### src/cpu_bus_cycle_sequencer_defs.vh
// Constants for the bus-cycle sequencer: cycle kinds, fixed addresses and counts.
// Assumes it is included by the sequencer module and its test bench; it holds definitions only.
`ifndef CPU_BUS_CYCLE_SEQUENCER_DEFS_VH
`define CPU_BUS_CYCLE_SEQUENCER_DEFS_VH

`define KIND_FETCH 3'h0
`define KIND_MEM_READ 3'h1
`define KIND_MEM_WRITE 3'h2
`define KIND_IO_READ 3'h3
`define KIND_IO_WRITE 3'h4
`define KIND_INT_ACK 3'h5
`define KIND_NMI_FETCH 3'h6

`define NMI_VECTOR 16'h0066
`define RESET_PC 16'h0000
`define RESET_T_STATES 2'h2
`define IO_AUTO_WAITS 2'h1
`define INT_ACK_AUTO_WAITS 2'h2

`endif

### src/cpu_bus_cycle_sequencer.v
// Bus-cycle sequencer: runs fetch, memory, I/O, interrupt and bus-grant cycles on the pins.
// Assumes one 20 MHz clock; each T state is two clocks, the second one being the low half.
`timescale 1ns/1ps
`include "cpu_bus_cycle_sequencer_defs.vh"

module cpu_bus_cycle_sequencer #(
	parameter ADDR_W = 16,
	parameter DATA_W = 8,
	parameter REFRESH_W = 7
) (
	input wire clk,
	input wire reset_n,
	input wire cmdValid,
	output wire cmdReady,
	input wire [2:0] cmdKind,
	input wire [ADDR_W-1:0] cmdAddr,
	input wire [DATA_W-1:0] cmdWrData,
	input wire cmdLast,
	input wire haltRequest,
	input wire pcLoad,
	input wire [ADDR_W-1:0] pcLoadValue,
	input wire intEnable,
	output reg [ADDR_W-1:0] pcValue,
	output reg cycleDone,
	output reg [2:0] doneKind,
	output reg [DATA_W-1:0] rdData,
	output wire [ADDR_W-1:0] addrOut,
	output wire addrOe_n,
	input wire [DATA_W-1:0] dataIn,
	output wire [DATA_W-1:0] dataOut,
	output wire dataOe_n,
	output wire memory_request_n,
	output wire io_request_n,
	output wire rd_n,
	output wire wr_n,
	output wire ctrlOe_n,
	output wire fetch_cycle_n,
	output wire refresh_strobe_n,
	output wire halt_n,
	output wire bus_grant_ack_n,
	input wire wait_n,
	input wire intReq_n,
	input wire nmi_n,
	input wire bus_grant_request_n
);

	localparam ST_RESET = 3'h0;
	localparam ST_IDLE = 3'h1;
	localparam ST_T1 = 3'h2;
	localparam ST_T2 = 3'h3;
	localparam ST_TW = 3'h4;
	localparam ST_T3 = 3'h5;
	localparam ST_T4 = 3'h6;
	localparam ST_GRANT = 3'h7;

	reg [2:0] state_reg;
	reg phase_reg;
	reg [1:0] resetCnt_reg;
	reg [1:0] autoWait_reg;
	reg [2:0] kind_reg;
	reg [ADDR_W-1:0] cycAddr_reg;
	reg [DATA_W-1:0] wrData_reg;
	reg instrEnd_reg;
	reg [REFRESH_W-1:0] refresh_reg;
	reg halt_reg;
	reg takeNmi_reg;
	reg takeInt_reg;
	reg bus_grant_request_n_reg;
	reg nmiPending_reg;
	reg nmiPrev_reg;
	reg [3:0] sync1_reg;
	reg [3:0] sync2_reg;
	reg [3:0] sync3_reg;
	reg [3:0] filt_reg;
	reg [2:0] state_next;

	// Pin order in the synchroniser: wait, interrupt, non-maskable, bus request.
	wire waitOn = ~filt_reg[0];
	wire intOn = ~filt_reg[1];
	wire nmiLevel = filt_reg[2];
	wire busReqOn = ~filt_reg[3];

	// The second half of each T state closes it; this is the T-state enable.
	wire tEnd = phase_reg;

	function fetchLike;
		input [2:0] k;
		begin
			fetchLike = (k == `KIND_FETCH) || (k == `KIND_NMI_FETCH) || (k == `KIND_INT_ACK);
		end
	endfunction

	wire isFetch = fetchLike(kind_reg);
	wire isMemRd = (kind_reg == `KIND_MEM_READ);
	wire isMemWr = (kind_reg == `KIND_MEM_WRITE);
	wire isIoRd = (kind_reg == `KIND_IO_READ);
	wire isIoWr = (kind_reg == `KIND_IO_WRITE);
	wire isAck = (kind_reg == `KIND_INT_ACK);
	wire inCycle = (state_reg >= ST_T1) && (state_reg <= ST_T4);
	wire inLastT = (state_reg == ST_T4) || (state_reg == ST_T3 && !isFetch) || (state_reg == ST_IDLE);
	wire cycleEnd = tEnd && ((state_reg == ST_T4) || (state_reg == ST_T3 && !isFetch));
	wire boundary = cycleEnd || (tEnd && state_reg == ST_IDLE);
	wire canExtend = (autoWait_reg != 2'h0) || waitOn;
	wire leaveT2 = tEnd && (state_reg == ST_T2 || state_reg == ST_TW) && !canExtend;
	wire startCmd = boundary && !bus_grant_request_n_reg && !takeNmi_reg && !takeInt_reg && !halt_reg && cmdValid;
	wire startAny = boundary && !bus_grant_request_n_reg && (takeNmi_reg || takeInt_reg || halt_reg || cmdValid);
	wire refreshWin = isFetch && (state_reg == ST_T3 || state_reg == ST_T4);
	wire early = (state_reg == ST_T1 && phase_reg) || state_reg == ST_T2 || state_reg == ST_TW;
	wire ioWin = state_reg == ST_T2 || state_reg == ST_TW || state_reg == ST_T3;

	assign cmdReady = boundary && !bus_grant_request_n_reg && !takeNmi_reg && !takeInt_reg && !halt_reg;

	// Input synchronisers: a filtered level changes only once stages two and three agree.
	always @(posedge clk or negedge reset_n) begin
		if (!reset_n) begin
			sync1_reg <= 4'hf;
			sync2_reg <= 4'hf;
			sync3_reg <= 4'hf;
			filt_reg <= 4'hf;
		end else begin
			sync1_reg <= {bus_grant_request_n, nmi_n, intReq_n, wait_n};
			sync2_reg <= sync1_reg;
			sync3_reg <= sync2_reg;
			filt_reg <= (sync2_reg & ~(sync2_reg ^ sync3_reg)) | (filt_reg & (sync2_reg ^ sync3_reg));
		end
	end

	always @* begin
		state_next = state_reg;
		case (state_reg)
			ST_RESET: begin
				if (resetCnt_reg == `RESET_T_STATES - 2'h1) begin
					state_next = ST_IDLE;
				end
			end
			ST_T1: state_next = ST_T2;
			ST_T2, ST_TW: begin
				state_next = canExtend ? ST_TW : ST_T3;
			end
			ST_T3: state_next = isFetch ? ST_T4 : ST_IDLE;
			ST_T4: state_next = ST_IDLE;
			ST_GRANT: state_next = busReqOn ? ST_GRANT : ST_IDLE;
			default: state_next = ST_IDLE;
		endcase
		if (boundary) begin
			if (bus_grant_request_n_reg) begin
				state_next = ST_GRANT;
			end else if (startAny) begin
				state_next = ST_T1;
			end else begin
				state_next = ST_IDLE;
			end
		end
	end

	always @(posedge clk or negedge reset_n) begin
		if (!reset_n) begin
			state_reg <= ST_RESET;
			phase_reg <= 1'b0;
			resetCnt_reg <= 2'h0;
			autoWait_reg <= 2'h0;
			kind_reg <= `KIND_FETCH;
			cycAddr_reg <= `RESET_PC;
			wrData_reg <= 8'h00;
			instrEnd_reg <= 1'b0;
			refresh_reg <= 7'h00;
			halt_reg <= 1'b0;
			takeNmi_reg <= 1'b0;
			takeInt_reg <= 1'b0;
			bus_grant_request_n_reg <= 1'b0;
			nmiPending_reg <= 1'b0;
			nmiPrev_reg <= 1'b1;
			pcValue <= `RESET_PC;
			cycleDone <= 1'b0;
			doneKind <= `KIND_FETCH;
			rdData <= 8'h00;
		end else begin
			phase_reg <= ~phase_reg;
			cycleDone <= cycleEnd;
			nmiPrev_reg <= nmiLevel;
			if (tEnd) begin
				state_reg <= state_next;
				if (state_reg == ST_RESET) begin
					resetCnt_reg <= resetCnt_reg + 2'h1;
				end
				if ((state_reg == ST_T2 || state_reg == ST_TW) && autoWait_reg != 2'h0) begin
					autoWait_reg <= autoWait_reg - 2'h1;
				end
			end
			// Bus request and interrupts are sampled in the first clock of the last T state.
			if (!phase_reg && inLastT) begin
				bus_grant_request_n_reg <= busReqOn;
				if (instrEnd_reg || state_reg == ST_IDLE) begin
					// A falling edge that arrives a T state early is already pending here.
					if (nmiPending_reg || (nmiPrev_reg && !nmiLevel)) begin
						takeNmi_reg <= 1'b1;
					end else if (intOn && intEnable && !takeNmi_reg) begin
						takeInt_reg <= 1'b1;
					end
				end
			end
			if (nmiPrev_reg && !nmiLevel) begin
				nmiPending_reg <= 1'b1;
			end else if (startAny && takeNmi_reg) begin
				nmiPending_reg <= 1'b0;
			end
			if (startAny) begin
				if (takeNmi_reg) begin
					kind_reg <= `KIND_NMI_FETCH;
					cycAddr_reg <= pcValue;
					instrEnd_reg <= 1'b0;
					autoWait_reg <= 2'h0;
					takeNmi_reg <= 1'b0;
					takeInt_reg <= 1'b0;
					halt_reg <= 1'b0;
				end else if (takeInt_reg) begin
					kind_reg <= `KIND_INT_ACK;
					cycAddr_reg <= pcValue;
					instrEnd_reg <= 1'b0;
					autoWait_reg <= `INT_ACK_AUTO_WAITS;
					takeInt_reg <= 1'b0;
					halt_reg <= 1'b0;
				end else if (halt_reg) begin
					kind_reg <= `KIND_FETCH;
					cycAddr_reg <= pcValue;
					instrEnd_reg <= 1'b1;
					autoWait_reg <= 2'h0;
				end else begin
					kind_reg <= cmdKind;
					cycAddr_reg <= (cmdKind == `KIND_FETCH) ? pcValue : cmdAddr;
					wrData_reg <= cmdWrData;
					instrEnd_reg <= cmdLast;
					autoWait_reg <= (cmdKind == `KIND_IO_READ || cmdKind == `KIND_IO_WRITE) ?
						`IO_AUTO_WAITS : 2'h0;
				end
			end
			// A halt request that meets an interrupt entry in the same clock still takes effect.
			if (haltRequest) begin
				halt_reg <= 1'b1;
			end
			// Fetch-type cycles take data as T3 begins; other reads take it as T3 ends.
			if ((leaveT2 && isFetch) || (tEnd && state_reg == ST_T3 && (isMemRd || isIoRd))) begin
				rdData <= dataIn;
			end
			if (cycleEnd) begin
				doneKind <= kind_reg;
				if (isFetch) begin
					refresh_reg <= refresh_reg + 7'h01;
				end
			end
			if (cycleEnd && kind_reg == `KIND_NMI_FETCH) begin
				pcValue <= `NMI_VECTOR;
			end else if (pcLoad) begin
				pcValue <= pcLoadValue;
			end else if (cycleEnd && kind_reg == `KIND_FETCH && !halt_reg) begin
				pcValue <= pcValue + 16'h0001;
			end
		end
	end

	wire floatBus = (state_reg == ST_RESET) || (state_reg == ST_GRANT);

	assign addrOe_n = floatBus;
	assign ctrlOe_n = floatBus;
	assign bus_grant_ack_n = ~(state_reg == ST_GRANT);
	assign addrOut = refreshWin ? {{(ADDR_W - REFRESH_W){1'b0}}, refresh_reg} : cycAddr_reg;
	assign dataOut = wrData_reg;
	assign dataOe_n = ~(inCycle && (isMemWr || isIoWr) && !(state_reg == ST_T1 && !phase_reg));
	assign memory_request_n = ~(
		((isFetch && !isAck) && early) ||
		((isMemRd || isMemWr) && (early || state_reg == ST_T3)) ||
		(isFetch && ((state_reg == ST_T3 && phase_reg) || (state_reg == ST_T4 && !phase_reg))));
	assign rd_n = ~(((isFetch && !isAck) && early) ||
		(isMemRd && (early || state_reg == ST_T3)) || (isIoRd && ioWin));
	// Write goes low one T after data is driven and rises before data is released.
	assign wr_n = ~((isMemWr || isIoWr) &&
		((state_reg == ST_T2 && phase_reg) || state_reg == ST_TW ||
		(state_reg == ST_T3 && !phase_reg)));
	assign io_request_n = ~(((isIoRd || isIoWr) && ioWin) ||
		(isAck && state_reg == ST_TW && autoWait_reg == 2'h0));
	assign fetch_cycle_n = ~(isFetch && (state_reg == ST_T1 || early));
	assign refresh_strobe_n = ~refreshWin;
	assign halt_n = ~halt_reg;

endmodule // cpu_bus_cycle_sequencer

### config.mk
export PLATFORM = sky130hd
export DESIGN_NAME = cpu_bus_cycle_sequencer
export DESIGN_NICKNAME = d
export VERILOG_FILES = /design/src/cpu_bus_cycle_sequencer.v
export VERILOG_INCLUDE_DIRS = /design/src
export SDC_FILE = /design/constraint.sdc
export NUM_CORES = 1
export LEC_CHECK = 0
export BUFFER_PORTS_ARGS = -buffer_cell sky130_fd_sc_hd__buf_2
export CAP_MARGIN = 25
export CORE_MARGIN = 5
export CORE_UTILIZATION = 30
export DETAILED_ROUTE_END_ITERATION = 10
export PLACE_DENSITY = 0.52
export SYNTH_ARGS = -nofsm -noshare
export SYNTH_HDL_FRONTEND = slang
export SYNTH_SLANG_ARGS = --single-unit
### constraint.sdc
create_clock -name clk -period 3.6 [get_ports clk]
set_input_delay 0.36 -clock clk [delete_from_list [all_inputs] [get_ports clk]]
set_output_delay 0.36 -clock clk [all_outputs]
set_load 0.01 [all_outputs]
### Word level (Yosys, flattened, before mapping)

Index checks and enable logic that the tools add are counted.
Widths: inputs -> output; s select.

| storage, ports and cells | value |
|---|---|
| bits in registers | 93 |
| output and inout bits | 64 |
| bits in latches | 0 |
| memories kept | 0 |
| bits in read-only memories | 0 |
| bits in writable memories | 0 |
| input port bits | 62 |

| cells by class | value |
|---|---|
| eq/ne operators | 17 |
| bitwise logic cells | 20 |
| reductions and logical operators | 103 |
| add/sub/neg operators | 4 |
| div/mod/pow operators | 0 |
| muxes and demuxes | 47 |
| $lt $le $gt $ge | 2 |
| multiply operators | 0 |
| shift operators | 0 |

Operators with widths:

| cell | number |
|---|---|
| $mux 16 | 8 |
| $logic_and 1x1->1 | 42 |
| $logic_or 1x1->1 | 33 |
| $eq 3x3->1 const B | 8 |
| $mux 1 | 24 |
| $mux 3 | 8 |
| $add 16x1->16 const B | 1 |
| $eq 3x2->1 const B | 5 |
| $not 1->1 | 15 |
| $pmux 3 s5 | 1 |
| $mux 2 | 6 |
| $logic_not 1->1 | 10 |
| $reduce_and 2->1 | 5 |
| $reduce_bool 2->1 | 5 |
| $logic_not 3->1 | 3 |
| $and 4x4->4 | 2 |
| $add 7x1->7 const B | 1 |
| $eq 3x1->1 const B | 2 |
| $reduce_bool 3->1 | 2 |
| $not 4->4 | 1 |
| $or 4x4->4 | 1 |
| $reduce_and 4->1 | 1 |
| $xor 4x4->4 | 1 |
| $ge 3x2->1 const B | 1 |
| 7 further kinds | 7 |

### Longest topological paths before layout

Gate-level depths: netlist of the first run.

| logic depth | value |
|---|---|
| word-level depth | 13 |
| depth in mapped cells | 7 |
| mapped depth without buffers | 7 |

### Least setup slack after synthesis of the first run

No wires, ideal clock.

| timing path | value |
|---|---|
| path type | reg-to-output |
| from | reg kind_reg[2] |
| to | out addrOut[10] |
| data arrival time | 1.708 ns |
| cell stages (with the launch flop) | 7 |
| buffers on the path | 2 |
| setup slack | 1.532 ns |
| path through | dfrtp_1 -> buf_2 -> xor2_2 -> o21ai_0 -> o211ai_1 -> clkbuf_1 -> and2_1 |

| between the ends | value |
|---|---|
| longest elaborated chain between the ends | 5 |
| elaborated cells on any way between the ends | 7 |
| those cells by class | 2 x eq/ne; 1 x mux; 4 x reduce/logical |

RTL lines:

| what | line | RTL |
|---|---|---|
| from (decl) | cpu_bus_cycle_sequencer.v:60 | `reg [2:0] kind_reg;` |
| from (signal assigned) | cpu_bus_cycle_sequencer.v:162 | `` kind_reg <= `KIND_FETCH; `` |
| from (signal assigned) | cpu_bus_cycle_sequencer.v:209 | `` kind_reg <= `KIND_NMI_FETCH; `` |
| from (signal assigned) | cpu_bus_cycle_sequencer.v:217 | `` kind_reg <= `KIND_INT_ACK; `` |
| $eq 3x3->1 (no source line) or $logic_not 3->1 (tied branches) | -- |  |
| $logic_or 1x1->1 | cpu_bus_cycle_sequencer.v:89 | `` fetchLike = (k == `KIND_FETCH) \|\| (k == `KIND_NMI_FETCH) \|\| (k == `KIND_INT_ACK); `` |
| $logic_or 1x1->1 * | cpu_bus_cycle_sequencer.v:89 |  |
| $logic_and 1x1->1 * | cpu_bus_cycle_sequencer.v:107 | `wire refreshWin = isFetch && (state_reg == ST_T3 \|\| state_reg == ST_T4);` |
| $mux 16 * | cpu_bus_cycle_sequencer.v:266 | `assign addrOut = refreshWin ? {{(ADDR_W - REFRESH_W){1'b0}}, refresh_reg} : cycAddr_reg;` |
| to (decl) | cpu_bus_cycle_sequencer.v:27 | `output wire [ADDR_W-1:0] addrOut,` |

Every way passes the cells marked *; elsewhere a longest branch is shown, timed or not.

### Worst setup path in the final report of the first run

| timing path | value |
|---|---|
| from | reg kind_reg[2] |
| to | out addrOut[1] |

The elaborated chain is that of the path after synthesis.

==> results of run 1 <==
[area by class of cell]
class | count | area (µm²)
flip-flops and latches | 93 | 2350
clock inverters | 7 | 100
multi-input cells | 338 | 2270
fillers | 1656 | 9820
inverters | 15 | 56.3
repair buffers | 132 | 681
well taps | 216 | 270
clock buffers | 9 | 225
[how the worst max path moves through the flow]
stage	from	to	cells past startpoint
floorplan	kind_reg[2]	addrOut[10]	6
global placement	state_reg[0]	kind_reg[2]	6
detailed placement	state_reg[0]	cycAddr_reg[7]	6
CTS	kind_reg[2]	addrOut[2]	6
global route	kind_reg[2]	addrOut[1]	6
finish	kind_reg[2]	addrOut[1]	6
[cell usage in the layout (no fill, tap or decap), types with 4 or more instances in the layout]
cell type,instances
sky130_fd_sc_hd__a31oi_1,5
sky130_fd_sc_hd__mux2_2,28
sky130_fd_sc_hd__nand2_1,27
sky130_fd_sc_hd__nand3_1,10
sky130_fd_sc_hd__nor2b_1,4
sky130_fd_sc_hd__buf_2,124
sky130_fd_sc_hd__nor2_1,45
sky130_fd_sc_hd__dfrtp_1,76
sky130_fd_sc_hd__maj3_1,4
sky130_fd_sc_hd__buf_4,8
sky130_fd_sc_hd__nand2b_1,5
sky130_fd_sc_hd__o21ai_0,31
sky130_fd_sc_hd__and2_1,12
sky130_fd_sc_hd__xnor2_1,6
sky130_fd_sc_hd__nor3_1,7
sky130_fd_sc_hd__o2bb2ai_1,4
sky130_fd_sc_hd__clkbuf_16,9
sky130_fd_sc_hd__a22oi_1,4
sky130_fd_sc_hd__mux2i_1,21
sky130_fd_sc_hd__a21oi_1,45
sky130_fd_sc_hd__nor4_1,8
sky130_fd_sc_hd__dfstp_2,17
sky130_fd_sc_hd__and3_1,5
sky130_fd_sc_hd__inv_1,13
sky130_fd_sc_hd__ha_1,4
[per-stage QoR]
stage / power (mW) / setup WS [ns] / hold WS [ns]
floorplan: 3.38 / 1.53 / 0.0644
global placement: 4.18 / 1.04 / 0.346
detailed placement: 4.23 / 0.938 / 0.347
CTS: 5.30 / 0.756 / 0.0597
global route: 5.61 / 0.572 / 0.0780
finish: 5.20 / 0.775 / 0.0433
[power groups by stage]
stage | logic (mW) | clock network (mW) | registers (mW)
2_1_floorplan | 1.65 | 0 | 1.73
3_3_place_gp | 2.30 | 0 | 1.87
3_5_place_dp | 2.35 | 0 | 1.89
4_1_cts | 2.36 | 1.07 | 1.87
5_1_grt | 2.56 | 1.11 | 1.94
6_report | 2.31 | 1.02 | 1.87
[Yosys cell counts, types with 5 or more instances]
master	n	area, µm²
sky130_fd_sc_hd__dfrtp_1	76	1900
sky130_fd_sc_hd__a21oi_1	45	225
sky130_fd_sc_hd__nor2_1	45	169
sky130_fd_sc_hd__o21ai_0	31	155
sky130_fd_sc_hd__mux2_2	28	315
sky130_fd_sc_hd__nand2_1	27	101
sky130_fd_sc_hd__mux2i_1	21	210
sky130_fd_sc_hd__dfstp_2	17	447
sky130_fd_sc_hd__inv_1	13	48.8
sky130_fd_sc_hd__and2_1	12	75.1
sky130_fd_sc_hd__buf_2	12	60.1
sky130_fd_sc_hd__nand3_1	10	50.1
sky130_fd_sc_hd__clkbuf_1	9	33.8
sky130_fd_sc_hd__nor4_1	8	50.1
sky130_fd_sc_hd__nor3_1	7	35.0
sky130_fd_sc_hd__xnor2_1	6	52.6
sky130_fd_sc_hd__a31oi_1	5	31.3
sky130_fd_sc_hd__and3_1	5	31.3
sky130_fd_sc_hd__nand2b_1	5	31.3
[per-layer routing]
layer | track usage [%] | wire length [µm] | share of wire (%)
met4 | 3.08 | 114 | 0.87
met1 | 18.5 | 5730 | 44
met3 | 4.74 | 885 | 6.8
met5 | 0 | 0 | 0
met2 | 22.3 | 6300 | 48
[kinds of logic after synthesis]
kind of cell / Yosys count
AOI/OAI and AO/OA: 129
xor gates and xnor gates: 8
adders and majority gates: 8
buffers and inverters: 42
DFF: 93
muxes: 49
and+or+nand+nor: 144
==> impl.org, run 1 <==
** Timing
- Peak clock frequency supported by timing :: around 350 MHz
- Dividing the final minimum period by the clock period gives ~78%.
- Unrepaired setup endpoints after global routing :: false
- The number of hold violations in the final report came to 0.
- Clock skew on the completed layout was measured at roughly 0.0048 ns.
- Worst-Margin Slew :: between 0.8 and 0.9 ns
- The count of pins over their slew limit came to 0.
- The clock period could shrink to 2.82 ns.
- Setup violation total in the final timing report :: 0
- Fin Setup TNS :: 0 ns
- Measured against its own limit, the worst slew margin works out to 43.6%.

** Critical path
- Worst flop-to-flop path startpoint :: state_reg[0]
- The worst setup path is captured at a primary output.
- Type of origin of the critical path :: flop
- R2R setup slack :: approximately 0.90 ns
- Sum of buffers and inverters on the critical path :: 2
- Among all stages on the critical path, the largest delay is contributed by sky130_fd_sc_hd__dfrtp_1.
- Largest driver fanout on the critical path :: 17
- The critical path in this run is classified as flop to primary output.
- The kind of cell with the highest combined delay along the critical path is flip-flops.
- The worst register-to-register path ends at cycAddr_reg[15].
- The worst register-to-register path has a depth of 6.
- At the worst endpoint, the required time is 3.24 ns.
- Delay of the slowest cell on the worst path :: roughly 0.67 ns
- Arrival time reported for the critical path endpoint :: ~2.5 ns
- The critical path goes through xor2_2 -> o21ai_0 -> o211ai_1 -> buf_4 -> mux2_2 -> buf_2.

** Yosys
- After synthesis, the largest family of logic cells by area is compound AO/OA/AOI/OAI gates.
- Averaged over all synthesized cells, the footprint is between 10 and 15 µm².
- Of the total synthesized cell area, the portion taken by AND, OR, NAND and NOR gates is between 10% and 20%.
- Multiplexer share of the synthesized area :: a little over a tenth
- After synthesis, the netlist uses 65 different library cells.
- Number of cells produced by synthesis :: roughly 470
- Mapped cell area :: 0.00480 mm²
- Sequential elements use 48.9% of the synthesized area.
- For this run, the leading register cell type out of synthesis is sky130_fd_sc_hd__dfrtp_1.
- The synthesized design contains 0 enable-type register cells.
- Post-Synthesis Net Count :: 539
- FFs w/ async S/R, synth :: between 90% and 100%
- Adder-Cell Fraction of Synth Area :: between 1.5 and 2%
- The Yosys step of the flow raised 0 warnings.
- In this run, synthesis produced a sequential element count of between 90 and 100.
- Compound-cell area share of the yosys netlist :: around 18%
- Post-Synth XOR/XNOR Area :: 1.62%

** Placement
- Routability-driven placement finished with a final weighted congestion of slightly above 0.8.
- Buffers on Ports :: around 130
- Detailed placement finished with a half-perimeter wire length of 9.86 mm.
- Summing all placed instances gives a cell area of about 0.0056 mm².
- Placed cells :: just under 800

** Run
- Across the run, the number of max-cap violations was 0.

** Pwr
- For this design the static power due to leakage is roughly 2.6 nW.
- Internal power comes to just over 3 mW.
- Cell area power density :: 875 mW/mm²
- The clock network is responsible for about a fifth of the overall power.
- Combinational Power Share :: about 44%
- Net switching is 41.6% of the power.
- Peak VDD IR :: between 0.0004 and 0.0005 V
- In this run, flip-flops and latches consume about 36% of the power.
- Net Sw Power :: about 2.2 mW

** Clocking
- Clock transition at the registers of the reported paths :: 0.06 ns
- No sink is reached through more buffers than the 2 on the longest clock path.
- Buffers inserted during clock tree synthesis total 9.
- TritonCTS built the clock tree.
- Clk Latency, worst-skew pair :: 0.35 ns
- CTS Hold Buffers Added :: 0
- The cell sitting at the root of the clock tree is a sky130_fd_sc_hd__clkbuf_16.
- The H-tree generated during clock tree synthesis spans 3 levels.
- In this run the post-CTS setup repair buffer count came out at 0.
- PostCTS Resize Cnt :: 0
- Sinks on the clock net :: 93

** Floorplan
- Width of the die :: between 100 and 150 µm
- The core region is about 0.016 mm².
- The die is about 140 µm tall.
- Full die area :: roughly 0.019 mm²
- Top-level port count :: about 130
- For this configuration, the core starts out at a cell density of between 30% and 40%.
- Cell Rows :: 46

** GRT
- The via count of the first global-routing pass is approximately 3.9k.
- Wire length of the first global-routing pass :: approximately 21 mm
- After global routing the overflow that remains totals 0.
- Largest net degree at the start of global routing :: 51
- The initial antenna violation count came to 0.
- Aggregate global-route resource usage :: around 14%

** Drt
- 1st-iter DRT viols :: between 200 and 250
- The routed layout has ~4.0k vias.
- The first TritonRoute pass finished after 5 iterations.
- Once detail routing completed, the nets flagged for antenna violations numbered 0.
- In the routed layout, each cell is associated on average with a via count of approximately 4.9.
- Remaining design rule violation count :: 0
- Routed len/inst :: about 16 µm
- Wire length after detailed routing :: 13.0 mm

** Min path
- The tightest min-delay check is of the input pin to async pin type.

** Cells and area
- Final non-filler cell total :: between 800 and 900
- Utilization after layout :: 37.7%
- The post-route netlist has 35.0% of its cells at a drive strength greater than 1.
- The area growth from synthesis to layout is 23.9%.
- The number of antenna diodes in the final layout is 0.
- Summing all non-filler instances in the final layout gives an area of 0.00595 mm².
- At the end of the flow, the number of nets in the layout was 655.

** Status
- Outcome :: finished clean
(Power assumes the default switching activity.)
==> run 2, diff against run 1 <==
clock period = 2.6 ns   (was 3.6 ns; I/O delays follow)
==> impl.org, run 2 (synthesized netlist as in run 1, its figures left out) <==
** Floorplan
- Cell Rows :: 46
- In this run the standard cell core region covers ~0.016 mm².
- During I/O placement, the number of pins put on the boundary was about 130.
- In this run the horizontal extent of the chip is roughly 140 µm.
- Full die area :: between 0.015 and 0.02 mm²
- Once the floorplan was initialized, standard cells occupied a little under a third of the core.
- Die outline height :: about 140 µm

** Pwr
- Cell area power density :: 1210 mW/mm²
- The clock network is responsible for 19.5% of the overall power.
- Proportion of total power due to net switching :: approximately two fifths
- Int Pwr :: approximately 4.3 mW
- Peak VDD IR :: ~0.00047 V
- Net Sw Power :: roughly 3.0 mW
- Combinational Power Share :: between 40% and 50%
- Summed over all cells, the static leakage comes to around 2.6 nW.
- In this run, flip-flops and latches consume between 30% and 40% of the power.

** Clocking
- Clock transition at the registers of the reported paths :: about 0.060 ns
- Clock tree from TritonCTS :: yes
- Clock tree synthesis inserted a total of 9 buffers.
- The H-tree generated during clock tree synthesis spans 3 levels.
- Clk Latency, worst-skew pair :: 0.34 ns
- The clock net in this run drives a total of 93 sinks.
- The root buffer cell chosen for the clock tree is sky130_fd_sc_hd__clkbuf_16.
- Bufs on Longest Clock Path :: 2

** Cells and area
- The library cell used most frequently in the layout, excluding fill and tap cells, is sky130_fd_sc_hd__buf_2.
- Proportion of layout cells with a drive suffix above 1 :: approximately a third
- Cell area after layout :: 0.00608 mm²
- Final antenna diode count :: 0
- The area growth from synthesis to layout is 26.6%.
- The top cell types in the final layout, fill and taps aside, are 124 x sky130_fd_sc_hd__buf_2, 74 x sky130_fd_sc_hd__dfrtp_1, 45 x sky130_fd_sc_hd__a21oi_1, 45 x sky130_fd_sc_hd__nor2_1, 31 x sky130_fd_sc_hd__o21ai_0.
- Final non-filler cell total :: between 800 and 900
- The layout has between 1.5k and 2k filler cells.
- For this run, the post-layout net count is about 660.

** Min path
- The tightest min-delay check is of the input pin to flop type.

** Drt
- First drt pass iteration count :: 4
- Via count :: between 4k and 5k
- Via-to-Cell Ratio :: approximately 4.9
- In this run, the number of DRC markers left after iteration 0 of detailed routing was about 230.
- After detailed routing, the number of remaining DRC violations is 0.
- The routed design has between 10 and 15 mm of wire.
- Routed len/inst :: between 15 and 20 µm
- In this run the remaining antenna-violating nets after routing total 0.

** GRT
- In the global route stage, overall resource usage came out at around 15%.
- Antenna violations before repair :: 0
- Overall overflow remaining after global route :: 0
- Largest net degree at the start of global routing :: between 50 and 60
- The via count of the first global-routing pass is between 4k and 5k.
- Wire length of the first global-routing pass :: roughly 21 mm

** Timing
- The worst path in the final design needs a cycle of around 2.5 ns, including I/O delays and setup.
- The final critical path takes up around 96% of the cycle.
- Final count of pins violating max slew :: 0
- For the final routed database, the setup TNS stands at 0 ns.
- The worst path meets setup with between 0.1 and 0.15 ns of slack.
- Measured against its own limit, the worst slew margin works out to approximately 47%.
- Setup violation total in the final timing report :: 0
- Timing would allow up to approximately 400 MHz.
- On the final layout, the worst clock skew is about 0.0080 ns.
- The number of hold violations in the final report was 0.
- Setup repair after global routing left no endpoint under its margin.
- At the pin with the least slew margin, the transition time is 0.792 ns.
- Worst Hold Margin :: a little over 0.1 ns

** Placement
- Half-perimeter wire length after detailed placement :: just under 10 mm
- Buffers on Ports :: 125
- The placed instances occupy a cell area of about 0.0057 mm².
- Placed cells :: around 800
- Prior to clock tree synthesis, the placed netlist has a worst setup slack of roughly 0.29 ns.
- At the end of routability-driven placement, the weighted congestion stood at roughly 0.86.

** Status
- The run finished with clean final reports.

** Critical path
- The worst setup path is captured at a primary output.
- The critical path is of the flop to primary output type.
- For the worst setup path, the data arrival time is ~2.2 ns.
- Of all nets on the critical path, the largest fanout is 17.
- Required time at the endpoint of the critical path :: 2.34 ns
- STA classifies the critical path startpoint as a flop.

** Run
- The tool flagged a number of max-cap violations equal to 0.
-- run 2: changes by cell type in the layout (fill, tap and decap cells not counted), moves of 2 or more --
cell	previous run	this run
sky130_fd_sc_hd__buf_4	8	10
sky130_fd_sc_hd__dfrtp_2	0	2
sky130_fd_sc_hd__buf_12	0	2
sky130_fd_sc_hd__clkbuf_16	9	12
sky130_fd_sc_hd__clkbuf_8	0	2
sky130_fd_sc_hd__clkinvlp_4	3	0
sky130_fd_sc_hd__dlygate4sd3_1	0	5
sky130_fd_sc_hd__bufinv_16	2	0
sky130_fd_sc_hd__clkinv_4	2	0
sky130_fd_sc_hd__dfrtp_1	76	74
-- run 2: path summary, 6_finish.rpt --
| kind | end | cells past startpoint | slack, ns | startpoint |
|---|---|---|---|---|
| setup / recovery | addrOut[1] | 6 | 0.12 | kind_reg[1] |
| hold / removal | halt_reg | 2 | 0.10 | haltRequest |
| setup reg to reg | pcValue[7] | 6 | 0.27 | kind_reg[2] |
| hold reg to reg | sync2_reg[0] | 0 | 0.35 | sync1_reg[0] |
| max in group asynchronous | async pin | 3 | 1.40 | reset_n |
| min in group asynchronous | dataOut[4] | 2 | 0.44 | reset_n |
-- run 2: per-stage QoR --
step | power (mW) | utilization [%]
2_1_floorplan | 4.68 | -
3_3_place_gp | 5.86 | 36.0
3_5_place_dp | 5.92 | 36.0
4_1_cts | 7.42 | 38.4
5_1_grt | 7.91 | 38.6
6_report | 7.34 | 38.6
-- run 2: what timing repair did --
action | in CTS | in global routing
hold buffers | 5 | 0
setup endpoints to repair | 7 | 7
hold endpoints to repair | 43 | 0
resized for setup | 2 | 1
buffers inserted | 0 | 1
-- run 2: area by class of cell --
type                            instances  area, µm²  share of cell area (%)
Sequential cell                        93       2350                    38.7
Multi-Input combinational cell        338       2280                    37.5
Timing Repair Buffer                  141        786                    12.9
Clock buffer                           15        332                    5.45
Tap cell                              216        270                    4.44
Inverter                               15       56.3                   0.926
Clock inverter                          1       5.00                  0.0823
-- run 2: per-layer routing --
layer | vias up | track usage (%) | share of wire [%]
li1 | 1962 | - | -
met1 | 1949 | 18.6 | 44
met2 | 110 | 24.3 | 49
met3 | 14 | 3.09 | 5.4
met4 | 0 | 5.15 | 1.4
met5 | - | 0 | 0
-- run 2: power groups by stage --
| stage | Combinational [mW] | Clock [mW] | Sequential [mW] |
|---|---|---|---|
| after floorplan | 2.28 | 0 | 2.40 |
| after global placement | 3.32 | 0 | 2.54 |
| after detailed placement | 3.36 | 0 | 2.56 |
| after CTS | 3.39 | 1.49 | 2.54 |
| after global routing | 3.74 | 1.54 | 2.62 |
| final | 3.38 | 1.43 | 2.53 |
-- run 2: critical path, stage by stage (launching register included) --
cell and delay (ns):
sky130_fd_sc_hd__dfrtp_2 0.51, sky130_fd_sc_hd__xor2_4 0.24, sky130_fd_sc_hd__o21ai_0 0.32, sky130_fd_sc_hd__o211ai_1 0.14
sky130_fd_sc_hd__buf_4 0.23, sky130_fd_sc_hd__mux2_2 0.29, sky130_fd_sc_hd__buf_2 0.14
==> run 3, diff against run 2 <==
--- a/constraint.sdc
+++ b/constraint.sdc
@@ -3,2 +3,2 @@
 set_output_delay 0.26 -clock clk [all_outputs]
-set_load 0.01 [all_outputs]
+set_load 0.05 [all_outputs]
==> impl.org, run 3 (synthesized netlist as in run 1, its figures left out) <==
** GRT
- The global routing stage identified its most utilized layer as met2.
- The initial antenna violation count is 1.
- Met1 Resource Use GR :: around a fifth
- Overall overflow remaining after global route :: 0
- Largest net degree at the start of global routing :: 49
- Met3 routing resource usage after global routing :: approximately 3.1%
- Aggregate global-route resource usage :: 14.2%
- Wire length of the first global-routing pass :: 20.9 mm
- Vias in the first global route :: just over 4k
- Met2 usage in global routing :: a little under a quarter

** Clocking
- Sinks on the clock net :: 93
- Counting along the longest clock path gives a buffer depth of 2.
- Clock-pin slew was measured on the worst setup and hold paths at roughly 0.070 ns.
- The H-tree was split into 3 levels.
- Clock tree synthesis inserted a total of 9 buffers.
- Master cell of the clock root buffer :: sky130_fd_sc_hd__clkbuf_16
- Clock tree from TritonCTS :: yes
- Clk Latency, worst-skew pair :: approximately 0.34 ns

** Cells and area
- Final-stage net count :: around 670
- From synthesis to final layout, the design area changed by 25.2%.
- Utilization after layout :: 38.1%
- Proportion of layout cells with a drive suffix above 1 :: between 30 and 40%
- After filler insertion, the fill cell instance count of the layout stands at around 1.6k.
- Leaving out fill and tap cells, the most frequent cell in the layout is sky130_fd_sc_hd__buf_2.
- Cell area after layout :: between 0.006 and 0.007 mm²
- Leading cell types in the layout, fill and taps excluded :: 124 x sky130_fd_sc_hd__buf_2, 73 x sky130_fd_sc_hd__dfrtp_1, 45 x sky130_fd_sc_hd__a21oi_1, 45 x sky130_fd_sc_hd__nor2_1, 30 x sky130_fd_sc_hd__o21ai_0

** Run
- Across the run, the number of max-cap violations was 0.

** Critical path
- The critical path is of the flop to primary output type.
- Required time at the endpoint of the critical path :: ~2.3 ns
- The worst register-to-register path has a setup slack of 0.39 ns.
- Reg2reg end :: pcValue[13]
- In this run the worst path has a maximum fanout of 16.
- At the worst endpoint, the arrival time is 2.18 ns.
- Number of cells on the worst reg-to-reg path :: 5
- CP endpoint kind :: primary output
- Worst flop-to-flop path startpoint :: halt_reg
- Type of origin of the critical path :: flop

** Floorplan
- Starting utilization of the core area :: a little under a third
- Width of the die :: 137 µm
- Pin placement for this block handled approximately 130 I/O pins.
- Area inside the core boundary :: 0.0158 mm²
- The initialized floorplan defines 46 standard-cell rows.
- Die outline height :: around 140 µm
- The die covers 0.0186 mm².

** Timing
- Fin Setup TNS :: 0 ns
- Static timing analysis puts the maximum clock frequency at between 400 and 500 MHz.
- The smallest clock period supported by the final layout is computed as 2.44 ns.
- Setup repair after global routing left no endpoint under its margin.
- In this run the tightest slew margin relative to its limit is 46.9%.
- Final setup margin :: approximately 0.16 ns
- The final critical path takes up between 90% and 100% of the cycle.
- Count of endpoints failing hold in the final timing report :: 0
- On the final layout, the worst clock skew is 0.0103 ns.
- Setup violations remaining at the end of the flow were counted as 0.
- For the pin with the worst max-slew slack, the measured transition is between 0.7 and 0.8 ns.
- Final count of pins violating max slew :: 0

** Pwr
- Peak VDD IR :: 0.000582 V
- Final total power :: a little under 9 mW
- Cell area power density :: between 1000 and 1500 mW/mm²
- For this design the static power due to leakage is around 2.6 nW.

** Min path
- Hold depth :: 1
- Critical hold path startpoint :: bus_grant_request_n
- The worst hold path terminates at sync1_reg[3].
- Worst min-delay path category :: input pin to flop

** Placement
- Once detailed placement completed, the half-perimeter wirelength came to 9.98 mm.
- Buffers on Ports :: 125
- Dpl cell area :: 0.00569 mm²
- Timing analysis after detailed placement gives a worst setup slack of slightly below 0.3 ns.
- Routability-driven placement congestion ratio :: between 0.8 and 0.9

** Drt
- Dividing the detail-routed wire length by the instance count gives approximately 16 µm.
- The detailed router finished its first iteration with 217 violations.
- Wire length after detailed routing :: between 10 and 15 mm
- For this run, design rule violations remaining after detail routing come to 0.
- Before antenna repair, the detailed router went through 4 iterations.
- Count of nets left with antenna violations after detail routing :: 0
- Via-to-Cell Ratio :: slightly below 5
- The detailed router placed approximately 4.1k vias in this run.

** Status
- Outcome :: finished clean
==> run 3: cell count changes in the layout (fill, tap and decap cells not counted), sizes merged <==
cell         before  now
clkinvlp          0    1
buf             136  139
clkinv            3    5
diode             0    1
clkbuf           15   12
dlygate4sd3       5    3
==> run 3: where the power goes <==
group	switching, mW	total (mW)	internal [mW]
registers	0.568	2.53	1.96
logic	3.48	4.98	1.49
clock network	0.545	1.25	0.702
==> run 3: critical path, cell delays in order (launching register included) <==
cell                        delay [ns]
sky130_fd_sc_hd__dfrtp_2          0.51
sky130_fd_sc_hd__nor2b_2          0.22
sky130_fd_sc_hd__mux2i_1          0.17
sky130_fd_sc_hd__a2bb2oi_1        0.17
sky130_fd_sc_hd__o21ai_0          0.09
sky130_fd_sc_hd__a222oi_1         0.36
sky130_fd_sc_hd__buf_2            0.33
==> run 3: routing by layer <==
metal	wire length (µm)	vias to the layer above
met5	0	-
met4	207	0
met3	791	14
met2	6480	129
met1	5610	1962
li1	-	1965
==> run 3: layout make-up <==
type,count,area (µm²),area share [%]
flip-flops and latches,93,2350,39.1
multi-input cells,338,2270,37.8
repair buffers,142,776,12.9
well taps,216,270,4.49
clock buffers,12,258,4.29
inverters,15,57.6,0.957
clock inverters,4,22.5,0.375
diodes,1,2.50,0.0416
==> run 3: how the worst max path moves through the flow <==
| stage | from | endpoint | slack [ns] | cells past startpoint |
|---|---|---|---|---|
| after global routing | state_reg[1] | memory_request_n | 0.03 | 6 |
| final | state_reg[1] | memory_request_n | 0.16 | 6 |
| after floorplan | kind_reg[2] | addrOut[10] | 0.004 | 6 |
| after global placement | state_reg[0] | pcValue[12] | 0.40 | 5 |
| after CTS | state_reg[1] | cmdReady | 0.01 | 5 |
| after detailed placement | state_reg[0] | pcValue[13] | 0.29 | 5 |
==> run 3: metrics by stage <==
stage | hold WS (ns) | instances
2_1_floorplan | -0.0356 | 473
3_3_place_gp | 0.346 | 801
3_5_place_dp | 0.348 | 801
4_1_cts | 0.000875 | 819
5_1_grt | 0.00180 | 821
6_report | 0.0205 | 821
==> run 3: what timing repair did <==
item,4_1_cts,5_1_grt
resized for setup,0,6
hold endpoints to repair,35,1
hold buffers,2,1
buffers inserted,0,0
setup endpoints to repair,0,9
